$ cat src/hw/uart_autobaud_map.vh
// Constants for the autobaud asynchronous serial block
`ifndef UART_AUTOBAUD_MAP_VH
`define UART_AUTOBAUD_MAP_VH
// ----------------------------------------
// Clock and prescale
// ----------------------------------------
`define CLK_HZ          40000000
`define PRE_W           9
`define PRE_512         9'h1FF
`define PRE_128         9'h07F
`define PRE_32          9'h01F
`define MEAS_DIV_W      3
`define MEAS_DIV_LAST   3'h7
// ----------------------------------------
// Framing and sampling
// ----------------------------------------
`define EDGE_LAST       3'h5
`define OVS16_LAST      6'h0F
`define OVS64_LAST      6'h3F
`define OVS_MID16       6'h07
`define OVS_MID64       6'h1F
`define BITS_8          4'h8
`define BITS_9          4'h9
`define DIV_RESET       16'h0000
`define DIV_ONE         16'h0001
`define DIV_FOUR        16'h0004
`endif

$ cat src/hw/async_uart_autobaud.v
// Asynchronous serial transceiver with rate divider and autobaud measurement
// Operation
// - Autobaud only when async, with or without wake
// - Measure starts on start bit with enable
// - Enable clears divider, then awaits start
// - Count from first rising edge after start
// - Fifth rise stores count, clears enable
// - Counter clocked at one eighth rate
// - Divider pair counts as 16 bits
// - Prescale 512, 128 or 32 by bits
// - Transceiver held idle while measuring
// - Fifth rise raises receive complete flag
// - With wake enable, measure byte after break
// - Clocked-mode bit clear selects async
// - Start, eight or nine data, stop
// - Data shifted least significant bit first
// - Transmitter and receiver run independently
// - Sample tick at 16x or 64x rate
// - No hardware parity; ninth bit raw
// - Async stays available in low power
// - Divider 1040 at 40 MHz gives 9606 baud in wide high-speed mode
`include "uart_autobaud_map.vh"
module async_uart_autobaud (
   input  wire        clk,
   input  wire        rst_n,
   input  wire        syncModeSelect,
   input  wire        wakeOnBreakEnable,
   input  wire        highSpeedSelect,
   input  wire        wideDividerSelect,
   input  wire        autobaudSet,
   input  wire        dividerWrite,
   input  wire [15:0] dividerWriteValue,
   input  wire        nineBitMode,
   input  wire        txValid,
   input  wire [8:0]  txData,
   output wire        txReady,
   input  wire        rxIn,
   output reg         txOut,
   output wire        rxValid,
   output wire [8:0]  rxData,
   input  wire        rxReady,
   output reg         autobaudEnable,
   output wire        autobaudMeasure,
   output reg  [7:0]  rateDividerLow,
   output reg  [7:0]  rateDividerHigh,
   output reg         receiveCompleteFlag,
   input  wire        receiveBufferRead,
   output reg         breakSeen
);
   // ----------------------------------------
   // Reset release and input synchroniser
   // ----------------------------------------
   reg        rstMeta;
   reg        rstSync;
   reg        rxMeta;
   reg        rxSync;
   reg        rxPrev;
   reg        rxDone;
   always @(posedge clk or negedge rst_n) begin
      if (!rst_n) begin
         rstMeta <= 1'b0;
         rstSync <= 1'b0;
      end else begin
         rstMeta <= 1'b1;
         rstSync <= rstMeta;
      end
   end
   wire       rst_sync_n = rstSync;
   always @(posedge clk or negedge rst_sync_n) begin
      if (!rst_sync_n) begin
         rxMeta <= 1'b1;
         rxSync <= 1'b1;
         rxPrev <= 1'b1;
      end else begin
         rxMeta <= rxIn;
         rxSync <= rxMeta;
         rxPrev <= rxSync;
      end
   end
   wire       rxRise    = rxSync & ~rxPrev;
   wire       rxFall    = ~rxSync & rxPrev;
   wire       asyncMode = ~syncModeSelect;
   // ----------------------------------------
   // Measurement prescale
   // ----------------------------------------
   // One oscillator clock serves all low-power modes; rates need no retune
   reg  [`PRE_W-1:0]      preCnt;
   reg  [`MEAS_DIV_W-1:0] measDiv;
   reg  [`PRE_W-1:0]      preLast;
   wire                   preTick;
   wire                   measTick;
   always @* begin
      case ({wideDividerSelect, highSpeedSelect})
         2'b00:   preLast = `PRE_512;
         2'b11:   preLast = `PRE_32;
         default: preLast = `PRE_128;
      endcase
   end
   assign preTick  = (preCnt >= preLast);
   assign measTick = preTick && (measDiv == `MEAS_DIV_LAST);
   always @(posedge clk or negedge rst_sync_n) begin
      if (!rst_sync_n) begin
         preCnt  <= {`PRE_W{1'b0}};
         measDiv <= {`MEAS_DIV_W{1'b0}};
      end else if (preTick) begin
         preCnt  <= {`PRE_W{1'b0}};
         measDiv <= measDiv + 3'h1;
      end else begin
         preCnt  <= preCnt + 9'h001;
      end
   end
   // ----------------------------------------
   // Autobaud state machine
   // ----------------------------------------
   localparam [4:0] AB_IDLE  = 5'b00001;
   localparam [4:0] AB_BREAK = 5'b00010;
   localparam [4:0] AB_START = 5'b00100;
   localparam [4:0] AB_RISE1 = 5'b01000;
   localparam [4:0] AB_COUNT = 5'b10000;
   reg  [4:0]  abState;
   reg  [2:0]  riseCnt;
   wire [15:0] divider;
   wire        abAllowed;
   assign divider   = {rateDividerHigh, rateDividerLow};
   assign abAllowed = asyncMode;
   assign autobaudMeasure = (abState == AB_RISE1) || (abState == AB_COUNT);
   always @(posedge clk or negedge rst_sync_n) begin
      if (!rst_sync_n) begin
         abState             <= AB_IDLE;
         riseCnt             <= 3'h0;
         autobaudEnable      <= 1'b0;
         rateDividerLow      <= 8'h00;
         rateDividerHigh     <= 8'h00;
         receiveCompleteFlag <= 1'b0;
         breakSeen           <= 1'b0;
      end else begin
         if (receiveBufferRead)
            receiveCompleteFlag <= 1'b0;
         if (rxDone)
            receiveCompleteFlag <= 1'b1;
         case (abState)
            AB_IDLE: begin
               if (dividerWrite) begin
                  rateDividerLow  <= dividerWriteValue[7:0];
                  rateDividerHigh <= dividerWriteValue[15:8];
               end
               if (autobaudSet && abAllowed) begin
                  autobaudEnable  <= 1'b1;
                  rateDividerLow  <= 8'h00;
                  rateDividerHigh <= 8'h00;
                  breakSeen       <= 1'b0;
                  abState <= wakeOnBreakEnable ? AB_BREAK : AB_START;
               end
            end
            AB_BREAK: begin
               // Break is a long low; its rising end arms the next start bit
               if (rxRise) begin
                  breakSeen <= 1'b1;
                  abState   <= AB_START;
               end
            end
            AB_START: begin
               riseCnt <= 3'h0;
               if (rxFall)
                  abState <= AB_RISE1;
            end
            AB_RISE1: begin
               if (rxRise) begin
                  riseCnt <= 3'h1;
                  abState <= AB_COUNT;
               end
            end
            AB_COUNT: begin
               if (measTick)
                  {rateDividerHigh, rateDividerLow} <= divider + `DIV_ONE;
               if (rxRise) begin
                  riseCnt <= riseCnt + 3'h1;
                  if (riseCnt + 3'h1 == `EDGE_LAST) begin
                     autobaudEnable      <= 1'b0;
                     receiveCompleteFlag <= 1'b1;
                     abState             <= AB_IDLE;
                  end
               end
            end
            default: abState <= AB_IDLE;
         endcase
      end
   end
   // ----------------------------------------
   // Baud tick generator
   // ----------------------------------------
   // Wide high-speed mode steps four per clock, so 1040 at 40 MHz gives 9606 baud;
   // a reload below the step ticks every clock, which caps that mode's top rate
   reg  [15:0] baudCnt;
   reg         sampleTick;
   wire        useX64   = ~highSpeedSelect & ~wideDividerSelect;
   wire [5:0]  ovsLast  = useX64 ? `OVS64_LAST : `OVS16_LAST;
   wire [5:0]  ovsMid   = useX64 ? `OVS_MID64 : `OVS_MID16;
   wire        trxIdle  = autobaudEnable | ~asyncMode;
   wire [15:0] baudLoad = wideDividerSelect ? divider : {8'h00, rateDividerLow};
   wire [15:0] baudStep = (highSpeedSelect & wideDividerSelect) ? `DIV_FOUR : `DIV_ONE;
   always @(posedge clk or negedge rst_sync_n) begin
      if (!rst_sync_n) begin
         baudCnt    <= `DIV_RESET;
         sampleTick <= 1'b0;
      end else if (trxIdle) begin
         baudCnt    <= baudLoad;
         sampleTick <= 1'b0;
      end else if (baudCnt < baudStep) begin
         baudCnt    <= (baudLoad < baudStep) ? `DIV_RESET
                       : baudCnt + baudLoad + `DIV_ONE - baudStep;
         sampleTick <= 1'b1;
      end else begin
         baudCnt    <= baudCnt - baudStep;
         sampleTick <= 1'b0;
      end
   end
   // ----------------------------------------
   // Transmitter
   // ----------------------------------------
   localparam [2:0] TX_IDLE = 3'b001;
   localparam [2:0] TX_SEND = 3'b010;
   localparam [2:0] TX_STOP = 3'b100;
   reg [2:0] txState;
   reg [5:0] txOvs;
   reg [3:0] txBit;
   reg [8:0] txShift;
   wire [3:0] nBits;
   assign nBits   = nineBitMode ? `BITS_9 : `BITS_8;
   assign txReady = (txState == TX_IDLE) && !trxIdle;
   always @(posedge clk or negedge rst_sync_n) begin
      if (!rst_sync_n) begin
         txState <= TX_IDLE;
         txOvs   <= 6'h00;
         txBit   <= 4'h0;
         txShift <= 9'h000;
         txOut   <= 1'b1;
      end else if (trxIdle) begin
         txState <= TX_IDLE;
         txOut   <= 1'b1;
      end else begin
         case (txState)
            TX_IDLE: begin
               txOut <= 1'b1;
               if (txValid) begin
                  txShift <= txData;
                  txOvs   <= 6'h00;
                  txBit   <= 4'h0;
                  txOut   <= 1'b0;
                  txState <= TX_SEND;
               end
            end
            TX_SEND: if (sampleTick) begin
               if (txOvs == ovsLast) begin
                  txOvs <= 6'h00;
                  if (txBit == nBits) begin
                     txOut   <= 1'b1;
                     txState <= TX_STOP;
                  end else begin
                     txOut   <= txShift[0];
                     txShift <= {1'b0, txShift[8:1]};
                     txBit   <= txBit + 4'h1;
                  end
               end else begin
                  txOvs <= txOvs + 6'h01;
               end
            end
            TX_STOP: if (sampleTick) begin
               if (txOvs == ovsLast)
                  txState <= TX_IDLE;
               else
                  txOvs <= txOvs + 6'h01;
            end
            default: txState <= TX_IDLE;
         endcase
      end
   end
   // ----------------------------------------
   // Receiver and two-entry buffer
   // ----------------------------------------
   localparam [2:0] RX_IDLE = 3'b001;
   localparam [2:0] RX_DATA = 3'b010;
   localparam [2:0] RX_STOP = 3'b100;
   reg  [2:0] rxState;
   reg  [5:0] rxOvs;
   reg  [3:0] rxBit;
   reg  [8:0] rxShift;
   reg  [8:0] bufMem [0:1];
   reg        wrPtr;
   reg        rdPtr;
   reg  [1:0] bufCount;
   wire       bufPush;
   wire       bufPop;
   always @(posedge clk or negedge rst_sync_n) begin
      if (!rst_sync_n) begin
         rxState <= RX_IDLE;
         rxOvs   <= 6'h00;
         rxBit   <= 4'h0;
         rxShift <= 9'h000;
         rxDone  <= 1'b0;
      end else begin
         rxDone <= 1'b0;
         if (trxIdle) begin
            rxState <= RX_IDLE;
         end else begin
            case (rxState)
               RX_IDLE: if (rxFall) begin
                  rxOvs   <= 6'h00;
                  rxBit   <= 4'h0;
                  rxShift <= 9'h000;
                  rxState <= RX_DATA;
               end
               RX_DATA: if (sampleTick) begin
                  if (rxOvs == ovsMid && rxBit == 4'h0 && rxSync) begin
                     rxState <= RX_IDLE;
                  end else if (rxOvs == ovsLast) begin
                     rxOvs <= 6'h00;
                     if (rxBit == nBits)
                        rxState <= RX_STOP;
                     rxBit <= rxBit + 4'h1;
                  end else begin
                     rxOvs <= rxOvs + 6'h01;
                     if (rxOvs == ovsMid && rxBit != 4'h0) begin
                        if (nineBitMode)
                           rxShift <= {rxSync, rxShift[8:1]};
                        else
                           rxShift <= {1'b0, rxSync, rxShift[7:1]};
                     end
                  end
               end
               RX_STOP: if (sampleTick) begin
                  if (rxOvs == ovsMid) begin
                     rxDone  <= bufCount != 2'h2;
                     rxState <= RX_IDLE;
                  end else begin
                     rxOvs <= rxOvs + 6'h01;
                  end
               end
               default: rxState <= RX_IDLE;
            endcase
         end
      end
   end
   // Full buffer drops the new word; receiver keeps resyncing on start bits
   assign bufPush = rxDone;
   assign bufPop  = rxValid && rxReady;
   assign rxValid = bufCount != 2'h0;
   assign rxData  = bufMem[rdPtr];
   always @(posedge clk or negedge rst_sync_n) begin
      if (!rst_sync_n) begin
         bufMem[0] <= 9'h000;
         bufMem[1] <= 9'h000;
         wrPtr     <= 1'b0;
         rdPtr     <= 1'b0;
         bufCount  <= 2'h0;
      end else begin
         if (bufPush) begin
            bufMem[wrPtr] <= rxShift;
            wrPtr         <= ~wrPtr;
         end
         if (bufPop)
            rdPtr <= ~rdPtr;
         bufCount <= bufCount + {1'b0, bufPush} - {1'b0, bufPop};
      end
   end
endmodule

$ cat config.mk
export PLATFORM = sky130hd
export DESIGN_NAME = async_uart_autobaud
export DESIGN_NICKNAME = d
export VERILOG_FILES = /design/src/hw/async_uart_autobaud.v
export VERILOG_INCLUDE_DIRS = /design/src /design/src/hw
export SDC_FILE = /design/constraint.sdc
export NUM_CORES = 1
export LEC_CHECK = 0
export BUFFER_PORTS_ARGS = -buffer_cell sky130_fd_sc_hd__buf_2
export CAP_MARGIN = 30
export CORE_UTILIZATION = 60
export CTS_CLUSTER_SIZE = 12
export DETAILED_ROUTE_END_ITERATION = 8
export PLACE_DENSITY = 0.8
export SLEW_MARGIN = 20
export SYNTH_ARGS = -nofsm -noshare
export SYNTH_HDL_FRONTEND = slang
export SYNTH_SLANG_ARGS = --single-unit
$ cat constraint.sdc
create_clock -name clk -period 12.09 [get_ports clk]
set_input_delay 1.209 -clock clk [delete_from_list [all_inputs] [get_ports clk]]
set_output_delay 1.209 -clock clk [all_outputs]
set_load 0.01 [all_outputs]
== After elaboration in Yosys (flattened, before gate mapping) ==
Cells that the tools add are included.

* Add/sub/neg operators: 14
* Multipliers: 0
* Div/mod/pow operators: 0
* Magnitude comparators: 6
* Equality and inequality tests: 54
* Shifts and indexed selects: 0
* Mux-type cells: 111
* Bitwise gates (word level): 15
* Reductions and logical operators: 35

{| class="wikitable"
|+ Operator list
! operator !! count
|-
| two-way mux 9 bit || 15
|-
| two-way mux 6 bit || 12
|-
| two-way mux 16 bit || 4
|-
| two-way mux 3 bit || 19
|-
| one-hot mux 9 bit (2 select lines) || 3
|-
| two-way mux 8 bit || 6
|-
| != test 2 bit, second input constant || 21
|-
| one-hot mux 6 bit (3 select lines) || 2
|-
| AND reduction 6 bit || 6
|-
| two-way mux 5 bit || 7
|-
| != test 3 bit, second input constant || 11
|-
| adder 16 x 1 -> 16 bit, second input constant || 2
|-
| less-than comparator 16 x 3 -> 1 bit || 2
|-
| two-way mux 4 bit || 8
|-
| one-hot mux 8 bit (2 select lines) || 2
|-
| subtractor 16 x 3 -> 16 bit || 2
|-
| one-hot mux 3 bit (3 select lines) || 3
|-
| one-hot mux 5 bit (5 select lines) || 1
|-
| two-way mux 1 bit || 22
|-
| bitwise mux 18 bit || 1
|-
| adder 16 bit || 1
|-
| one-hot mux 4 bit (2 select lines) || 2
|-
| AND reduction 7 bit || 2
|-
| adder 6 x 1 -> 6 bit, second input constant || 2
|-
| other kinds (38) || 79
|}

* Flip-flop bits (word level): 129
* Bits in latches: 0
* Bits in writable memories: 0
* ROM bits: 0
* Input port bits: 38
* Output and inout bits: 32
* Memories kept: 0

== Logic depth before layout (Yosys ltp) ==
* Depth in word-level cells: 10
* Gate-level depth with buffers: 12
* Mapped depth without buffers: 12

== Worst setup path after synthesis ==
OpenSTA, ideal clock, no wires.

* Path type: input -> register
* From: in highSpeedSelect
* To: reg baudCnt[15]
* Library setup time: 0.124 ns
* Arrival time: 3.583 ns
* Required time: 11.966 ns
* Slack: 8.383 ns
* Stages: 11
* Path buffers: 0
* Cell sequence: nand2_1 > ha_1 > ha_1 > o21bai_1 > ha_1 > nor4_1 > a221oi_1 > a211oi_1 > o21ai_0 > xor2_1 > a211o_1

* Cells in the longest elaborated chain, start to end: 6

{| class="wikitable"
|+ Ends and longest elaborated chain
! item !! line !! RTL
|-
| start, declared || async_uart_autobaud.v:28 || <nowiki>input wire highSpeedSelect,</nowiki>
|-
| AND 1 bit (*) || async_uart_autobaud.v:201 || <nowiki>wire [15:0] baudStep = (highSpeedSelect & wideDividerSelect) ? `DIV_FOUR : `DIV_ONE;</nowiki>
|-
| two-way mux 3 bit (no source line) (*) || - ||
|-
| subtractor 16 x 3 -> 16 bit / less-than comparator 16 x 3 -> 1 bit (equally long branches) || async_uart_autobaud.v:211, async_uart_autobaud.v:210 ||
|-
| two-way mux 16 bit || async_uart_autobaud.v:210 || <nowiki>baudCnt <= (baudLoad < baudStep) ? `DIV_RESET</nowiki>
|-
| two-way mux 16 bit (*) || async_uart_autobaud.v:209 || <nowiki>end else if (baudCnt < baudStep) begin</nowiki>
|-
| two-way mux 16 bit (*) || async_uart_autobaud.v:206 || <nowiki>end else if (trxIdle) begin</nowiki>
|-
| end signal, assigned || async_uart_autobaud.v:207 || <nowiki>baudCnt <= baudLoad;</nowiki>
|-
| end signal, assigned || async_uart_autobaud.v:210 ||
|-
| end signal, assigned || async_uart_autobaud.v:214 || <nowiki>baudCnt <= baudCnt - baudStep;</nowiki>
|-
| end, declared || async_uart_autobaud.v:194 || <nowiki>reg [15:0] baudCnt;</nowiki>
|}

Every way passes the cells marked *; elsewhere a longest branch is shown, timed or not.
A chain may end at the register's enable or synchronous reset.

== Final worst setup path ==
* From: in wideDividerSelect
* To: reg baudCnt[7]

* Cells in the longest elaborated chain, start to end: 6

{| class="wikitable"
|+ Ends and longest elaborated chain
! item !! line !! RTL
|-
| start, declared || async_uart_autobaud.v:29 || <nowiki>input wire wideDividerSelect,</nowiki>
|-
| AND 1 bit || async_uart_autobaud.v:201 ||
|-
| two-way mux 3 bit (no source line) || - ||
|-
| subtractor 16 x 3 -> 16 bit / less-than comparator 16 x 3 -> 1 bit (equally long branches) || async_uart_autobaud.v:211, async_uart_autobaud.v:210 ||
|-
| two-way mux 16 bit || async_uart_autobaud.v:210 ||
|-
| two-way mux 16 bit (*) || async_uart_autobaud.v:209 ||
|-
| two-way mux 16 bit (*) || async_uart_autobaud.v:206 ||
|}

Marks and branches as above.

==> results <==
- The run finished with clean final reports.
- The wire length of the first global-routing pass is 32400 um.
- The number of global-route vias before repair is a little under 7000.
- The reg-to-reg setup timing slack is 8790 ps.
- The clock period could shrink to slightly above 4000 ps.
- The detailed-router iteration count before antenna repair is 5.
- The share of the synthesized area in the top cell type is between 30% and 40%.
- The start point of the critical path is wideDividerSelect.
- Max-cap violations in this run came to 0.
- The remaining global-route overflow is 0.
- The synthesized netlist occupies a cell area of 8220 sq um.
- After synthesis, the share of flip-flops with an asynchronous set or reset is 100%.
- The post-synthesis cell type count is 77.
- Broken down by cell family, the worst path's largest delay share belongs to simple AND/OR/NAND/NOR gates.
- Summing over every cut layer, the via total after detailed routing is about 7100.
- In this run the vertical extent of the chip is 119 um.
- In this design, the stage delay of the slowest critical-path cell is 760 ps.
- The count of input and output buffers is slightly below 70.
- Setup repair after global routing left no endpoint under its margin.
- The maximum number of pins on one net before global-route repair is 74.
- The die covers 14200 sq um.
- The relative contribution of sequential cells to total power is 30.7%.
- The commonest cells after synthesis are sky130_fd_sc_hd__dfrtp_1, sky130_fd_sc_hd__inv_1, sky130_fd_sc_hd__o21ai_0.
- Of the available clock period, the critical path in the final layout requires 33.9%.
- The most used flip-flop cell after synthesis is sky130_fd_sc_hd__dfrtp_1.
- In this run the number of H-tree levels came out at 4.
- Yosys printed 0 warnings.
- In this run the static leakage power is 4.28 nW.
- The startpoint identified for the worst register-to-register timing path is rateDividerLow[0]$_DFFE_PN0P_.
- Yosys mapped a number of flops with a built-in enable equal to 0.
- After detailed routing, the number of remaining DRC violations is 0.
- The buffer type at the clock tree root is sky130_fd_sc_hd__clkbuf_16.
- Wires add up to 19500 um.
- The post-route cell area is 9280 sq um.
- Summed over all nets, the half-perimeter wirelength after detailed placement is 13500 um.
- In this run the remaining antenna-violating nets after routing total 0.
- Summing all placed instances gives a cell area of 8680 sq um.
- TritonCTS built the clock tree.
- The endpoint of the worst setup timing path is baudCnt[7]$_DFF_PN0_.
- The top-level port count is 70.
- The largest total area in the synthesized netlist belongs to sky130_fd_sc_hd__dfrtp_1.
- The power density over the cells is 243 nW/um^2.
- Headroom to the max-slew limit came out at 39.3%.
- The hold violation total from the final report was 0.
- Summed over all failing endpoints, the final setup total negative slack is 0 ps.
- The worst clock skew is 10.9 ps.
- The switching fraction of total power is 42.1%.
- The clock network latency to the later pin of the worst-skew pair is 430 ps.
- The critical path goes through buf_2, nand2_1, ha_1, or2_2, nor3_4, nand3_2, nor2_2, o311ai_0, a22oi_1.
- The initial core utilization is 61.8%.
- The initial detailed-routing violation count is about 660.
- Cells fill 69.8% of the core in the end.
- The area of the core is approximately 13000 sq um.
- Timing analysis after detailed placement gives a worst setup slack of about 7700 ps.
- The count of cells along the worst register-to-register path is 11.
- Dividing the synthesized area by the synthesized cell count gives 8.97 sq um.
- The path class of the tightest hold or removal check is reg2reg.
- The final max-slew violation count is 0.
- Synthesis produced a netlist whose cell count is 916.
- STA classifies the critical path endpoint as a flop.
- For this design, the slowest cell found on the critical path is sky130_fd_sc_hd__nor2_2.
- The number of placement rows is 42.
- The number of antenna violations at the first check in global routing is 0.
- The number of buffers and inverters on the critical path is 1.
- Clock-pin slew was measured on the worst setup and hold paths at 60 ps.
- STA classifies the critical path startpoint as an input port.
- Cells with a size suffix above 1 make up 15.4% of the layout.
- The repair_antennas step left the layout with diodes totalling 0.
- The filler cell count is 1014.
- After synthesis, flip-flops and latches occupy about 39% of the total area.
- After synthesis, the cell types taking the most area are sky130_fd_sc_hd__dfrtp_1, sky130_fd_sc_hd__ha_1, sky130_fd_sc_hd__o21ai_0.
- Buffers added to address setup during post-CTS repair amount to 0.
- The smallest setup slack after layout is 7990 ps.
- The largest fanout on the critical path is 19.
- By instance count, the leading cell after synthesis is sky130_fd_sc_hd__dfrtp_1.
- The data arrival time of the critical path is 4430 ps.
- The endpoint identified for the worst register-to-register timing path is baudCnt[15]$_DFF_PN0_.
- Post-CTS repair changed the size of 0 cells.
- After detailed routing, the number of vias per cell comes to 6.13.
- The portion of total power attributed to the clock network is 22.2%.
- The die is 119 um wide.
- The worst setup path is of the in2reg kind.
- The share of total power dissipated in combinational logic is 47.2%.
- The cell-internal power is ~1.3 mW.
- After clock tree synthesis, the flow added hold-fix buffers numbering 0.
- For this run, the top clock speed supported by timing is between 200 and 250 MHz.
- The weighted congestion at the end of routability-driven global placement is 0.871.
- The number of sinks on the clock net is around 130.
- After layout, the design draws a total of 2.26 mW.
- After detailed routing, the average wire length per cell comes to around 17 um.
- The buffer levels on the longest clock path is 2.
- The highest ir drop seen on vdd is 0.146 mV.
- The number of clock buffers inserted by TritonCTS is 17.
- The relative area change from synthesis to final layout is 12.9%.
- Across every metal layer, demand over resource in global routing totals 28.9%.
- At the worst endpoint, the required time is 12420 ps.
- Setup violations remaining at the end of the flow were counted as 0.
- The synthesized design contains 129 register bits.
- The number of cells on the critical path is 9.
- For the pin with the worst max-slew slack, the measured transition is 906 ps.
- Counting every net in the synthesized netlist gives around 1000.
- The number of nets in the final layout is 1061.
- For this design the total switching power over the nets is roughly 0.95 mW.
-- flip-flops by register name, summed over array words and instances (netlist names), 5 cells and up --
name             flops
abState              5
baudCnt             16
bufMem              18
preCnt               9
rateDividerHigh      8
rateDividerLow       8
rxOvs                6
rxShift              9
txOvs                6
txShift              9
-- routing by layer --
layer  global-route usage [%]  vias up  share of wire [%]
li1                         -     3397                  -
met1                     38.3     3453                 44
met2                     46.9      229                 49
met3                     5.12       37                5.3
met4                     11.4        0                2.3
met5                        0        -                  0
-- per-stage QoR --
step,hold slack [ps],cells
6_report,350,1160
5_1_grt,356,1160
4_1_cts,353,1159
3_5_place_dp,340,1128
3_3_place_gp,336,1127
2_1_floorplan,331,916
-- power groups by stage --
stage / combinational (mW) / sequential, mW / clock [mW]
2_1_floorplan: 0.797 / 0.657 / 0
6_report: 1.06 / 0.693 / 0.500
4_1_cts: 1.05 / 0.689 / 0.505
3_5_place_dp: 1.03 / 0.692 / 0
3_3_place_gp: 1.01 / 0.690 / 0
5_1_grt: 1.18 / 0.708 / 0.522
-- worst min-delay path by stage --
stage,from,end,slack [ps],depth (start not counted)
2_1_floorplan,rstMeta$_DFF_PN0_,rstSync$_DFF_PN0_,330,0
3_3_place_gp,rstMeta$_DFF_PN0_,rstSync$_DFF_PN0_,340,0
3_5_place_dp,rstMeta$_DFF_PN0_,rstSync$_DFF_PN0_,340,0
4_1_cts,rstMeta$_DFF_PN0_,rstSync$_DFF_PN0_,350,0
5_1_grt,rstMeta$_DFF_PN0_,rstSync$_DFF_PN0_,360,0
6_report,rstMeta$_DFF_PN0_,rstSync$_DFF_PN0_,350,0
-- logic make-up after synthesis --
logic type / Yosys count / synth area share (%)
flops: 129 / 39.4
simple gates: 281 / 17.4
other cells: 1 / 0.0456
buf+inv: 122 / 5.78
xor+xnor: 40 / 4.26
mux: 42 / 5.56
compound gates: 250 / 19.7
fa+ha+maj: 51 / 7.86
-- final cells by class --
cell class	count	area (sq um)	area share, %
multi-input cells	665	4510	48.7
flip-flops and latches	129	3240	34.9
clock buffers	26	489	5.27
repair buffers	77	425	4.59
inverters	82	308	3.32
well taps	176	220	2.37
clock inverters	5	80.1	0.863
-- placed cells by master, fill, tap and decap left out, drive strengths merged, types with 8 or more instances in the layout --
cell	n
a21oi	62
a221oi	10
a22o	8
a31oi	17
and3	13
buf	77
clkbuf	26
dfrtp	122
ha	50
inv	82
mux2	23
mux2i	19
nand2	69
nand2b	13
nand3	43
nand4	11
nor2	59
nor2b	9
nor3	15
nor3b	8
nor4	8
o21ai	77
or2	8
xnor2	23
xor2	17
Note: power is estimated with default switching activity, not from simulation.
